<file path="src/scan_pkg.sv">
package scan_pkg;
  // drive timing, in ns as printed
  localparam int CLK_PERIOD_NS = 10;
  localparam int PHASE_HIGH_NS = 200;
  localparam int START_HIGH_NS = 200;
  localparam int START_OVERLAP_NS = 200;
  localparam int EDGE_BASE_NS = 20;
  localparam int INT_RESET_DELAY_NS = 50;
  localparam int GATE_PULSE_NS = 5000;
  localparam int TRANSITION_NS = 20;
  // cycle counts, least times rounded up
  localparam int PHASE_HIGH_CYC = (PHASE_HIGH_NS + CLK_PERIOD_NS - 1) / CLK_PERIOD_NS;
  localparam int START_HIGH_CYC = (START_HIGH_NS + CLK_PERIOD_NS - 1) / CLK_PERIOD_NS;
  localparam int START_OVERLAP_CYC = (START_OVERLAP_NS + CLK_PERIOD_NS - 1) / CLK_PERIOD_NS;
  localparam int GAP_NS = (TRANSITION_NS > EDGE_BASE_NS) ? TRANSITION_NS - EDGE_BASE_NS : 0;
  localparam int GAP_CYC = ((GAP_NS + CLK_PERIOD_NS - 1) / CLK_PERIOD_NS < 1) ? 1
                           : (GAP_NS + CLK_PERIOD_NS - 1) / CLK_PERIOD_NS;
  localparam int INT_RESET_DELAY_CYC = (INT_RESET_DELAY_NS + CLK_PERIOD_NS - 1) / CLK_PERIOD_NS;
  localparam int GATE_PULSE_CYC = (GATE_PULSE_NS + CLK_PERIOD_NS - 1) / CLK_PERIOD_NS + 1;
  localparam int DEFAULT_PIXELS = 512;
  localparam int CNT_W = 16;
endpackage

</file>
<file path="src/scan_if.sv">
`timescale 1ns/1ps
interface scan_if;
  logic phase1;
  logic phase2;
  logic scan_start_pulse;
  logic gate_reset;
  logic video_valid;
  logic [15:0] video;
  logic scan_done_n;
  modport sensor (input phase1, phase2, scan_start_pulse, gate_reset, output video_valid, video, scan_done_n);
  modport driver (output phase1, phase2, scan_start_pulse, gate_reset, input video_valid, video, scan_done_n);
endinterface

</file>
<file path="src/scan_driver.sv">
`timescale 1ns/1ps
// Contract
// video appears at each phase-two rise
// start interval sets integration time
// phases never both high
// gap between phases for slow edges
// each phase high at least 200 ns
// start high restarts shift register scan
// start high 200 ns, overlapping phase two
// one phase-two fall per start pulse
// active-low done after last pixel
// positive-going start and clock pulses
// gate high resets all photodiodes
// gate pulse longer than 5 us
// integrator reset 50 ns after phase-two fall
// tag samples with pixel index
module scan_driver import scan_pkg::*; #(
  parameter int PIXELS = DEFAULT_PIXELS,
  parameter int FRAME_GAP = 4
) (
  // clock and reset
  input wire logic CORE_CLK,
  input wire logic NRST,
  // user control
  input wire logic START,
  input wire logic GLOBAL_RESET,
  // user results
  output logic SAMPLE_VALID,
  output logic [15:0] SAMPLE,
  output logic [CNT_W-1:0] SAMPLE_INDEX,
  output logic FRAME_DONE,
  output logic INT_RESET,
  output logic BUSY,
  // sensor side
  scan_if.driver link
);
  localparam int TMR_W = 16;
  // overlap and width both hold while start is high through one p2 period
  localparam int P2_CYC = (START_OVERLAP_CYC > PHASE_HIGH_CYC) ? START_OVERLAP_CYC : PHASE_HIGH_CYC;
  // every count must fit the frame timer and the pixel counter
  if (PIXELS < 2 || PIXELS >= (1 << CNT_W)) begin : g_bad_pixels
    $error("PIXELS out of range");
  end
  if (FRAME_GAP < 0 || FRAME_GAP >= (1 << TMR_W)) begin : g_bad_gap
    $error("FRAME_GAP out of range");
  end
  if (P2_CYC >= (1 << TMR_W) || GAP_CYC >= (1 << TMR_W)) begin : g_bad_phase
    $error("phase timing does not fit the timer");
  end
  if (GATE_PULSE_CYC >= (1 << TMR_W) || INT_RESET_DELAY_CYC + 1 >= (1 << TMR_W)) begin : g_bad_aux
    $error("auxiliary pulse timing does not fit the timer");
  end
  typedef enum {IDLE, GAP1, P1, GAP2, P2, REST} st_t;
  // frame sequencer
  st_t state;
  st_t next_state;
  logic [TMR_W-1:0] tmr;
  logic [TMR_W-1:0] next_tmr;
  logic [CNT_W-1:0] pix;
  logic [CNT_W-1:0] next_pix;
  logic first;
  logic next_first;
  logic next_phase1;
  logic next_phase2;
  logic next_start;
  logic next_busy;
  // auxiliary pulses and readback
  logic [TMR_W-1:0] gate_tmr;
  logic [TMR_W-1:0] irst_tmr;
  logic done_s1;
  wire tmr_zero = (tmr == '0);
  wire [TMR_W-1:0] tmr_dec = tmr_zero ? tmr : tmr - TMR_W'(1);
  // the load period carries no pixel, so it is not counted
  wire last_period = !first && (pix == CNT_W'(PIXELS));
  wire p2_end = (state == P2) && tmr_zero;
  wire [CNT_W-1:0] pix_tag = pix + CNT_W'(1);
  wire gate_idle = (gate_tmr == '0);
  wire gate_start = GLOBAL_RESET && gate_idle;
  wire irst_fire = (irst_tmr == TMR_W'(1));
  wire done_fall = done_s1 && !link.scan_done_n;
  always_comb begin
    next_state = state;
    next_tmr = tmr_dec;
    next_pix = pix;
    next_first = first;
    next_phase1 = link.phase1;
    next_phase2 = link.phase2;
    next_start = link.scan_start_pulse;
    next_busy = BUSY;
    case (state)
      IDLE: begin
        // start is refused outside idle, so a frame is never cut short
        if (START) begin
          next_state = GAP1;
          next_busy = 1'b1;
          next_first = 1'b1;
          next_pix = '0;
          next_tmr = TMR_W'(GAP_CYC);
        end
      end
      GAP1: begin
        if (tmr_zero) begin
          next_state = P1;
          next_phase1 = 1'b1;
          next_tmr = TMR_W'(PHASE_HIGH_CYC);
        end
      end
      P1: begin
        if (tmr_zero) begin
          next_state = GAP2;
          next_phase1 = 1'b0;
          next_tmr = TMR_W'(GAP_CYC);
        end
      end
      GAP2: begin
        if (tmr_zero) begin
          next_state = P2;
          next_phase2 = 1'b1;
          next_start = first;
          next_tmr = TMR_W'(P2_CYC);
        end
      end
      P2: begin
        if (tmr_zero) begin
          next_phase2 = 1'b0;
          next_start = 1'b0;
          next_first = 1'b0;
          if (!first) next_pix = pix_tag;
          if (last_period) begin
            next_state = REST;
            next_tmr = TMR_W'(FRAME_GAP);
          end else begin
            next_state = GAP1;
            next_tmr = TMR_W'(GAP_CYC);
          end
        end
      end
      REST: begin
        if (tmr_zero) begin
          next_state = IDLE;
          next_busy = 1'b0;
        end
      end
      default: next_state = IDLE;
    endcase
  end
  always_ff @(posedge CORE_CLK or negedge NRST) begin
    if (!NRST) begin
      state <= IDLE;
      tmr <= '0;
      pix <= '0;
      first <= 1'b0;
      BUSY <= 1'b0;
    end else begin
      state <= next_state;
      tmr <= next_tmr;
      pix <= next_pix;
      first <= next_first;
      BUSY <= next_busy;
    end
  end
  // link pins straight from flops
  always_ff @(posedge CORE_CLK or negedge NRST) begin
    if (!NRST) begin
      link.phase1 <= 1'b0;
      link.phase2 <= 1'b0;
      link.scan_start_pulse <= 1'b0;
    end else begin
      link.phase1 <= next_phase1;
      link.phase2 <= next_phase2;
      link.scan_start_pulse <= next_start;
    end
  end
  // global reset gate pulse, one cycle past the minimum width
  always_ff @(posedge CORE_CLK or negedge NRST) begin
    if (!NRST) begin
      gate_tmr <= '0;
      link.gate_reset <= 1'b0;
    end else if (gate_start) begin
      gate_tmr <= TMR_W'(GATE_PULSE_CYC);
      link.gate_reset <= 1'b1;
    end else if (!gate_idle) begin
      gate_tmr <= gate_tmr - TMR_W'(1);
      link.gate_reset <= (gate_tmr != TMR_W'(1));
    end
  end
  // integrator reset waits past each phase-two fall, drops at the next p2
  always_ff @(posedge CORE_CLK or negedge NRST) begin
    if (!NRST) begin
      irst_tmr <= '0;
      INT_RESET <= 1'b0;
    end else begin
      if (p2_end) irst_tmr <= TMR_W'(INT_RESET_DELAY_CYC + 1);
      else if (irst_tmr != '0) irst_tmr <= irst_tmr - TMR_W'(1);
      INT_RESET <= irst_fire || (INT_RESET && state != P2);
    end
  end
  // sensor outputs come from logic on this clock, so no synchroniser
  always_ff @(posedge CORE_CLK or negedge NRST) begin
    if (!NRST) begin
      SAMPLE_VALID <= 1'b0;
      SAMPLE <= '0;
      SAMPLE_INDEX <= '0;
      FRAME_DONE <= 1'b0;
      done_s1 <= 1'b1;
    end else begin
      SAMPLE_VALID <= link.video_valid;
      SAMPLE <= link.video;
      if (link.video_valid) SAMPLE_INDEX <= pix_tag;
      done_s1 <= link.scan_done_n;
      FRAME_DONE <= done_fall;
    end
  end
endmodule // scan_driver

</file>
<file path="src/flat_wrapper.sv">
// flat-port wrapper written by rule: the top's interface ports become plain ports
module scan_driver_flat import scan_pkg::*;
#(
  parameter int PIXELS = DEFAULT_PIXELS,
  parameter int FRAME_GAP = 4
)
  (CORE_CLK, NRST, START, GLOBAL_RESET, SAMPLE_VALID, SAMPLE, SAMPLE_INDEX, FRAME_DONE, INT_RESET, BUSY, link_phase1, link_phase2, link_scan_start_pulse, link_gate_reset, link_video_valid, link_video, link_scan_done_n);
  scan_if link_i ();
  input wire logic CORE_CLK;
  input wire logic NRST;
  input wire logic START;
  input wire logic GLOBAL_RESET;
  output logic SAMPLE_VALID;
  output logic [15:0] SAMPLE;
  output logic [CNT_W-1:0] SAMPLE_INDEX;
  output logic FRAME_DONE;
  output logic INT_RESET;
  output logic BUSY;
  output wire logic [$bits(link_i.phase1)-1:0] link_phase1;
  output wire logic [$bits(link_i.phase2)-1:0] link_phase2;
  output wire logic [$bits(link_i.scan_start_pulse)-1:0] link_scan_start_pulse;
  output wire logic [$bits(link_i.gate_reset)-1:0] link_gate_reset;
  input wire logic [$bits(link_i.video_valid)-1:0] link_video_valid;
  input wire logic [$bits(link_i.video)-1:0] link_video;
  input wire logic [$bits(link_i.scan_done_n)-1:0] link_scan_done_n;
  assign link_phase1 = link_i.phase1;
  assign link_phase2 = link_i.phase2;
  assign link_scan_start_pulse = link_i.scan_start_pulse;
  assign link_gate_reset = link_i.gate_reset;
  assign link_i.video_valid = link_video_valid;
  assign link_i.video = link_video;
  assign link_i.scan_done_n = link_scan_done_n;
  scan_driver #(.PIXELS(PIXELS), .FRAME_GAP(FRAME_GAP)) u_core (.CORE_CLK(CORE_CLK), .NRST(NRST), .START(START), .GLOBAL_RESET(GLOBAL_RESET), .SAMPLE_VALID(SAMPLE_VALID), .SAMPLE(SAMPLE), .SAMPLE_INDEX(SAMPLE_INDEX), .FRAME_DONE(FRAME_DONE), .INT_RESET(INT_RESET), .BUSY(BUSY), .link(link_i));
endmodule
</file>
<file path="config.mk">
export PLATFORM = sky130hd
export DESIGN_NAME = scan_driver_flat
export DESIGN_NICKNAME = d
export VERILOG_FILES = /design/src/scan_pkg.sv /design/src/scan_if.sv /design/src/scan_driver.sv /design/src/flat_wrapper.sv
export SDC_FILE = /design/constraint.sdc
export NUM_CORES = 1
export LEC_CHECK = 0
export ABC_AREA = 1
export BUFFER_PORTS_ARGS = -buffer_cell sky130_fd_sc_hd__buf_2
export CAP_MARGIN = 20
export CORE_MARGIN = 10
export CORE_UTILIZATION = 45
export CTS_CLUSTER_DIAMETER = 40
export CTS_CLUSTER_SIZE = 20
export DETAILED_ROUTE_END_ITERATION = 12
export HOLD_SLACK_MARGIN = 0.08
export PLACE_DENSITY = 0.62
export SLEW_MARGIN = 20
export SYNTH_ARGS = -nofsm -noshare
export SYNTH_HDL_FRONTEND = slang
export SYNTH_SLANG_ARGS = --single-unit
</file>
<file path="constraint.sdc">
create_clock -name CORE_CLK -period 2.3 [get_ports CORE_CLK]
set_clock_uncertainty 0.1 [all_clocks]
set_input_delay 0 -clock CORE_CLK [delete_from_list [all_inputs] [get_ports CORE_CLK]]
set_output_delay 0 -clock CORE_CLK [all_outputs]
set_load 0.01 [all_outputs]
</file>
==> results.py, run 1 <==
metrics = {
    "sta": {
        "min_period_over_period_pct": 87.3,
        "period_needed_ns": 2.01,
        "grt_setup_unrepaired": "no",
        "setup_viol": 0,
        "fmax_mhz": 498,
        "max_slew_margin_pct": 61.5,
        "hold_violations": 0,
        "worst_pin_slew_ns": 0.576,
        "finalMaxSlewViolations": 0,
        "fin_setup_tns_ns": 0,
    },
    "worst_setup_path": {
        "cp_slowest_cell": "dfrtp_1",
        "cp-startpoint": "u_core.tmr[0]",
        "r2r-start": "u_core.tmr[0]",
        "cp_max_fo": 10,
        "crit_arrival_ns": 2.14,
        "crit_end": "u_core.tmr[0]",
        "reg2reg_to": "u_core.tmr[0]",
        "startpoint_type": "flop",
        "cp_common_cell": "nand2_1",
        "worstSetupPathType": "reg2reg",
        "r2r_cells": 12,
        "r2r_slack_ns": 0.29,
        "critPathRequiredTime_ns": 2.44,
        "critPathMaxStageDelay_ns": 0.40,
        "end_kind": "flop",
        "crit_chain": "inv_1, ha_1, nand2_1, nor2_1, nand2_2, ha_1, nand2_1, o21ai_0, a21oi_1, nand2_1, nand2_1, o21ai_0",
    },
    "finish": {
        "drive_gt1_share_pct": 15.7,
        "nets": 779,
        "syn_to_final_growth_pct": 18.4,
    },
    "routing": {
        "drc_errors": 0,
        "drt_pass1_iterations": 7,
        "antenna_left": 0,
        "post_drt_wl_per_cell_um": 13.5,
        "dr_total_vias": 4409,
        "drtIter0Drc": 296,
        "wl_um": 12100,
        "viasPerCell": 4.92,
    },
    "global_routing": {
        "grt_max_degree": 44,
        "antenna_found_initial": 1,
        "globalRouteTotalUtil_pct": 15.3,
        "grt-ovfl-total": 0,
        "grt_pass1_wl_um": 20600,
        "grt_pass1_vias": 4399,
    },
    "pwr": {
        "clkPwrFrac_pct": 39.5,
        "power_frac_comb_pct": 9.2,
        "seq_power_share_pct": 51.3,
        "power_switching_share_pct": 27.1,
        "p_leak_nw": 3.27,
        "finalPower_mw": 4.02,
        "internal_power_mw": 2.93,
        "switching_power_mw": 1.09,
        "ir_drop_uv": 551,
        "powerDensity_mw_per_mm2": 629,
    },
    "floorplan": {
        "rows": 39,
        "die_area_mm2": 0.0168,
        "core_mm2": 0.0116,
        "die_w_um": 130,
        "die_h_um": 130,
        "initial_utilization_pct": 46.7,
        "ios": 62,
    },
    "clocking": {
        "cts_root_buf": "clkbuf_16",
        "cts.htree.levels": 3,
        "clockBufferDepth": 2,
        "ctsResizeCount": 0,
        "cts_num_sinks": 109,
        "cts_buffers": 9,
        "path_clk_slew_ns": 0.09,
        "cts_tree": "built",
        "worstSkewPairLatency_ns": 0.37,
    },
    "synth": {
        "synthTopCellsByArea": "dfrtp_1 50%, nand2_1 13%, nor2_1 6.1%",
        "ys.flop_type": "dfrtp_1",
        "synth_area_leader_cell": "dfrtp_1",
        "ys_warn_count": 0,
        "synth_common_cells": "181 x nand2_1, 108 x dfrtp_1, 88 x nor2_1",
        "syn_area_per_cell_um2": 8.21,
        "async_flop_share_pct": 100,
        "yosysSeqAreaShare_pct": 50.5,
        "synth_area_mm2": 0.00540,
        "yosys.area.top_type_share_pct": 50.0,
        "synth_cell_types": 34,
        "yosysMostFrequentCell": "nand2_1",
        "synth-seq-cells": 109,
        "syn_nets": 690,
        "synthCells": 658,
        "synth_edf_count": 0,
    },
    "place": {
        "hpwlAfterDp_um": 8700,
        "gp_congestion": 0.918,
        "io_buffers": 61,
    },
    "hold_path": {
        "worstHoldPathType": "in2async",
    },
    "outcome": {
        "status": "finished clean",
    },
    "job": {
        "maxCapViolCount": 0,
    },
}
## worst min-delay path by stage
stage                          to
2_1_floorplan         u_core.BUSY
3_3_place_gp   u_core.irst_tmr[2]
3_5_place_dp   u_core.irst_tmr[2]
4_1_cts          u_core.SAMPLE[1]
5_1_grt         u_core.SAMPLE[10]
6_report         u_core.SAMPLE[1]
## power by group through the flow
stage / clock network (mW) / logic [mW] / registers (mW)
after CTS: 1.64 / 0.377 / 2.06
after global routing: 1.70 / 0.429 / 2.07
after global placement: 0 / 0.335 / 2.10
after floorplan: 0 / 0.211 / 2.10
final: 1.59 / 0.372 / 2.06
after detailed placement: 0 / 0.350 / 2.10
## cells by family after synthesis
group,share of synthesized area (%)
AOI/OAI and AO/OA,4.84
xor gates and xnor gates,6.33
adders and majority gates,2.32
buffers and inverters,6.60
DFF,50.5
and+or+nand+nor,29.4
## state kept, by name, summed over array words and instances, names as in the netlist
name,flops
u_core.tmr,16
u_core.gate_tmr,16
u_core.done_s1,1
u_core.SAMPLE_VALID,1
u_core.FRAME_DONE,1
u_core.irst_tmr,16
u_core.link.gate_reset,1
u_core.INT_RESET,1
u_core.BUSY,1
u_core.link.scan_start_pulse,1
u_core.SAMPLE_INDEX,16
u_core.link.phase1,1
u_core.first,1
u_core.pix,16
u_core.SAMPLE,16
u_core.link.phase2,1
u_core.state,3
## cell usage in the layout, fill, tap and decap left out, drive strengths merged
cell | netlist | final
dlygate4sd3 | 0 | 21
o21bai | 2 | 2
nor3 | 19 | 19
xor2 | 28 | 28
o21ai | 36 | 36
buf | 6 | 65
o22ai | 1 | 1
a21boi | 1 | 1
o31ai | 1 | 1
nor2 | 101 | 101
a21oi | 6 | 6
clkbuf | 2 | 9
nand3 | 40 | 40
dfstp | 1 | 1
inv | 78 | 82
nor4 | 2 | 2
dfrtp | 108 | 108
ha | 10 | 10
nand2 | 190 | 190
nand4 | 8 | 8
xnor2 | 11 | 11
nand3b | 2 | 2
diode | 0 | 1
clkinv | 0 | 3
and3 | 1 | 1
or2 | 4 | 4
## repair_timing
| action | CTS | global route |
|---|---|---|
| hold buffers | 21 | 0 |
| hold endpoints to repair | 153 | 0 |
| endpoints found under the setup margin | 0 | 1 |
| setup buffers | 0 | 0 |
## through the flow
stage	hold slack [ns]	instance area [um^2]	worst slack (ns)	cells	util, %
global route	0.127	6390	0.0215	896	55.3
CTS	0.0866	6390	0.286	895	55.3
global placement	-0.0742	5870	0.396	858	50.7
finish	0.0661	6390	0.291	896	55.3
floorplan	-0.396	5400	0.529	658	-
detailed placement	-0.0720	5870	0.303	858	50.7
## metal layers
| layer | part of all wire, % | GRT usage, % |
|---|---|---|
| met1 | 45 | 18.5 |
| met2 | 48 | 25.1 |
| met3 | 5.1 | 5.02 |
| met4 | 1.6 | 5.82 |
| met5 | 0 | 0 |
## worst max-delay path: cells and delay by family (launching register included)
kind | cells | cell delay [ns]
adder cells (fa/ha/maj) | 2 | 0.46
AO/OA/AOI/OAI | 3 | 0.26
buffers and inverters | 1 | 0.13
AND/OR/NAND/NOR | 6 | 0.53
flip-flops | 1 | 0.40
## cell type report
| cell class | instances | area, um^2 |
|---|---|---|
| inverter | 78 | 295 |
| fill | 1061 | 5170 |
| clock inverter | 7 | 86.3 |
| clock buffer | 9 | 225 |
| sequential | 109 | 2730 |
| multi-input combinational | 463 | 2310 |
| tap | 143 | 179 |
| antenna | 1 | 2.50 |
| timing repair buffer | 86 | 561 |
Power figures use the tool's default switching activity.
==> run 2: changes to the inputs <==
Settings changed: BUFFER_PORTS_ARGS -buffer_cell sky130_fd_sc_hd__buf_2 to -buffer_cell sky130_fd_sc_hd__buf_4.
==> run 2 against run 1 <==
  * Sequential cell count unchanged
  * Die area unchanged
  * Cell count is 0.11% lower
  * Clock power shrank 4%
  * Non-clock buffer count unchanged
  * Combinational power grew 6.2%
  * Critical path depth decreased by 3
  * Setup slack worse by 0.0088 ns
  * Global-route usage is 0.23 points higher
  * Critical path type unchanged
  * Critical endpoint is now u_core.gate_tmr[5]
  * Largest power group unchanged
==> results.py, run 2 (synthesis gave the netlist of run 1 again) <==
metrics = {
    "pwr": {
        "p_leak_nw": 3.29,
        "ir_drop_uv": 444,
        "clkPwrFrac_pct": 38.2,
        "power_switching_share_pct": 26.4,
        "seq_power_share_pct": 51.9,
        "powerDensity_mw_per_mm2": 610,
        "switching_power_mw": 1.05,
        "internal_power_mw": 2.93,
        "power_frac_comb_pct": 9.9,
    },
    "sta": {
        "min_period_over_period_pct": 87.7,
        "fin_setup_tns_ns": 0,
        "period_needed_ns": 2.02,
        "fin_hold_ws_ns": 0.110,
        "setup_viol": 0,
        "finalMaxSlewViolations": 0,
        "worst_pin_slew_ns": 0.606,
        "grt_setup_unrepaired": "no",
        "hold_violations": 0,
        "max_slew_margin_pct": 59.6,
        "fmax_mhz": 496,
        "layout_setup_ws_ns": 0.283,
    },
    "clocking": {
        "cts_setup_buffers": 0,
        "cts_root_buf": "clkbuf_16",
        "cts_tree": "built",
        "ctsResizeCount": 0,
        "cts.htree.levels": 3,
        "path_clk_slew_ns": 0.08,
        "postCtsHoldBufs": 21,
        "cts_num_sinks": 109,
        "cts_buffers": 9,
        "worstSkewPairLatency_ns": 0.35,
        "clockBufferDepth": 2,
    },
    "global_routing": {
        "grt_pass1_vias": 4422,
        "antenna_found_initial": 0,
        "grt_max_degree": 47,
        "grt-ovfl-total": 0,
        "globalRouteTotalUtil_pct": 15.6,
        "grt_pass1_wl_um": 21100,
    },
    "place": {
        "dpl-instance-area_mm2": 0.00602,
        "dp_slack_ns": 0.299,
        "gp_congestion": 0.892,
        "io_buffers": 61,
        "hpwlAfterDp_um": 8910,
    },
    "outcome": {
        "status": "finished clean",
    },
    "floorplan": {
        "core_mm2": 0.0116,
        "die_h_um": 130,
        "rows": 39,
        "ios": 62,
        "initial_utilization_pct": 46.7,
        "die_w_um": 130,
        "die_area_mm2": 0.0168,
    },
    "routing": {
        "drtIter0Drc": 371,
        "drt_pass1_iterations": 4,
        "antenna_left": 0,
        "viasPerCell": 4.89,
        "drc_errors": 0,
        "post_drt_wl_per_cell_um": 13.6,
        "dr_total_vias": 4376,
        "wl_um": 12200,
    },
    "worst_setup_path": {
        "startpoint_type": "flop",
        "worstSetupPathType": "reg2reg",
        "crit_arrival_ns": 2.15,
        "critPathRequiredTime_ns": 2.43,
        "end_kind": "flop",
        "cp_max_fo": 7,
    },
    "finish": {
        "final_common_cell": "nand2_1",
        "drive_gt1_share_pct": 15.7,
        "regArea_mm2": 0.00273,
        "syn_to_final_growth_pct": 20.8,
        "mostFrequentLayoutCells": "181 x nand2_1, 108 x dfrtp_1, 88 x nor2_1, 71 x inv_1, 64 x buf_4",
        "multiInputGateArea_mm2": 0.00231,
        "nets": 779,
        "fillers": 1089,
        "diodes": 0,
        "fin_area_mm2": 0.00652,
    },
    "hold_path": {
        "worstHoldPathType": "in2async",
    },
    "job": {
        "maxCapViolCount": 0,
    },
}
## run 2: cell types whose count changed in the layout (fill, tap and decap cells not counted)
cell        delta
inv_6          -2
buf_4         +60
clkinv_8       -2
diode_2        -1
clkinv_4       +2
buf_2         -60
clkinvlp_4     +2
## run 2: final cells by class
class | count | share of cell area (%)
clock inverter | 7 | 1.06
sequential | 109 | 41.8
timing repair buffer | 86 | 10.9
tap | 143 | 2.74
inverter | 78 | 4.53
multi-input combinational | 463 | 35.5
clock buffer | 9 | 3.45
## run 2: power groups by stage
stage | logic, mW | registers (mW) | clock network, mW
6_report | 0.395 | 2.07 | 1.52
5_1_grt | 0.454 | 2.08 | 1.66
2_1_floorplan | 0.211 | 2.10 | 0
4_1_cts | 0.398 | 2.07 | 1.57
3_5_place_dp | 0.370 | 2.10 | 0
3_3_place_gp | 0.356 | 2.10 | 0
## run 2: path summary, 6_finish.rpt
check / start / end / slack [ns] / depth (start not counted)
worst max-delay path: u_core.gate_tmr[0] / u_core.gate_tmr[5] / 0.28 / 9
worst min-delay path: NRST / u_core.irst_tmr[3] / 0.11 / 2
worst max register to register: u_core.gate_tmr[0] / u_core.gate_tmr[5] / 0.28 / 9
max in group asynchronous: NRST / u_core.done_s1 / 1.29 / 3
min in group CORE_CLK: link_video[7] / u_core.SAMPLE[7] / 0.20 / 2
worst min register to register: u_core.done_s1 / u_core.FRAME_DONE / 0.37 / 2
## run 2: critical path, stage by stage, from the launching register on
cell and delay (ns):
dfrtp_1 0.41, inv_1 0.11, ha_1 0.20, nand3_1 0.14
nor2_1 0.20, nand2_1 0.17, nor2_2 0.19, inv_1 0.15
nand3b_1 0.13, nand3_1 0.08
## run 2: stage by stage
step	total power, mW	cells	utilization (%)
global placement	2.45	858	52.0
detailed placement	2.47	858	52.0
CTS	4.03	895	56.4
floorplan	2.31	658	-
finish	3.98	895	56.4
global route	4.18	895	56.4
## run 2: metal layers
layer  global-route usage, %  vias to the layer above  wire length, um  part of all wire, %
met5                       0                        -                0                    0
met4                    4.30                        0              102                 0.84
met3                    4.49                       10              464                  3.8
met2                    26.8                       63             6060                   50
met1                    18.7                     2075             5590                   46
li1                        -                     2228                -                    -
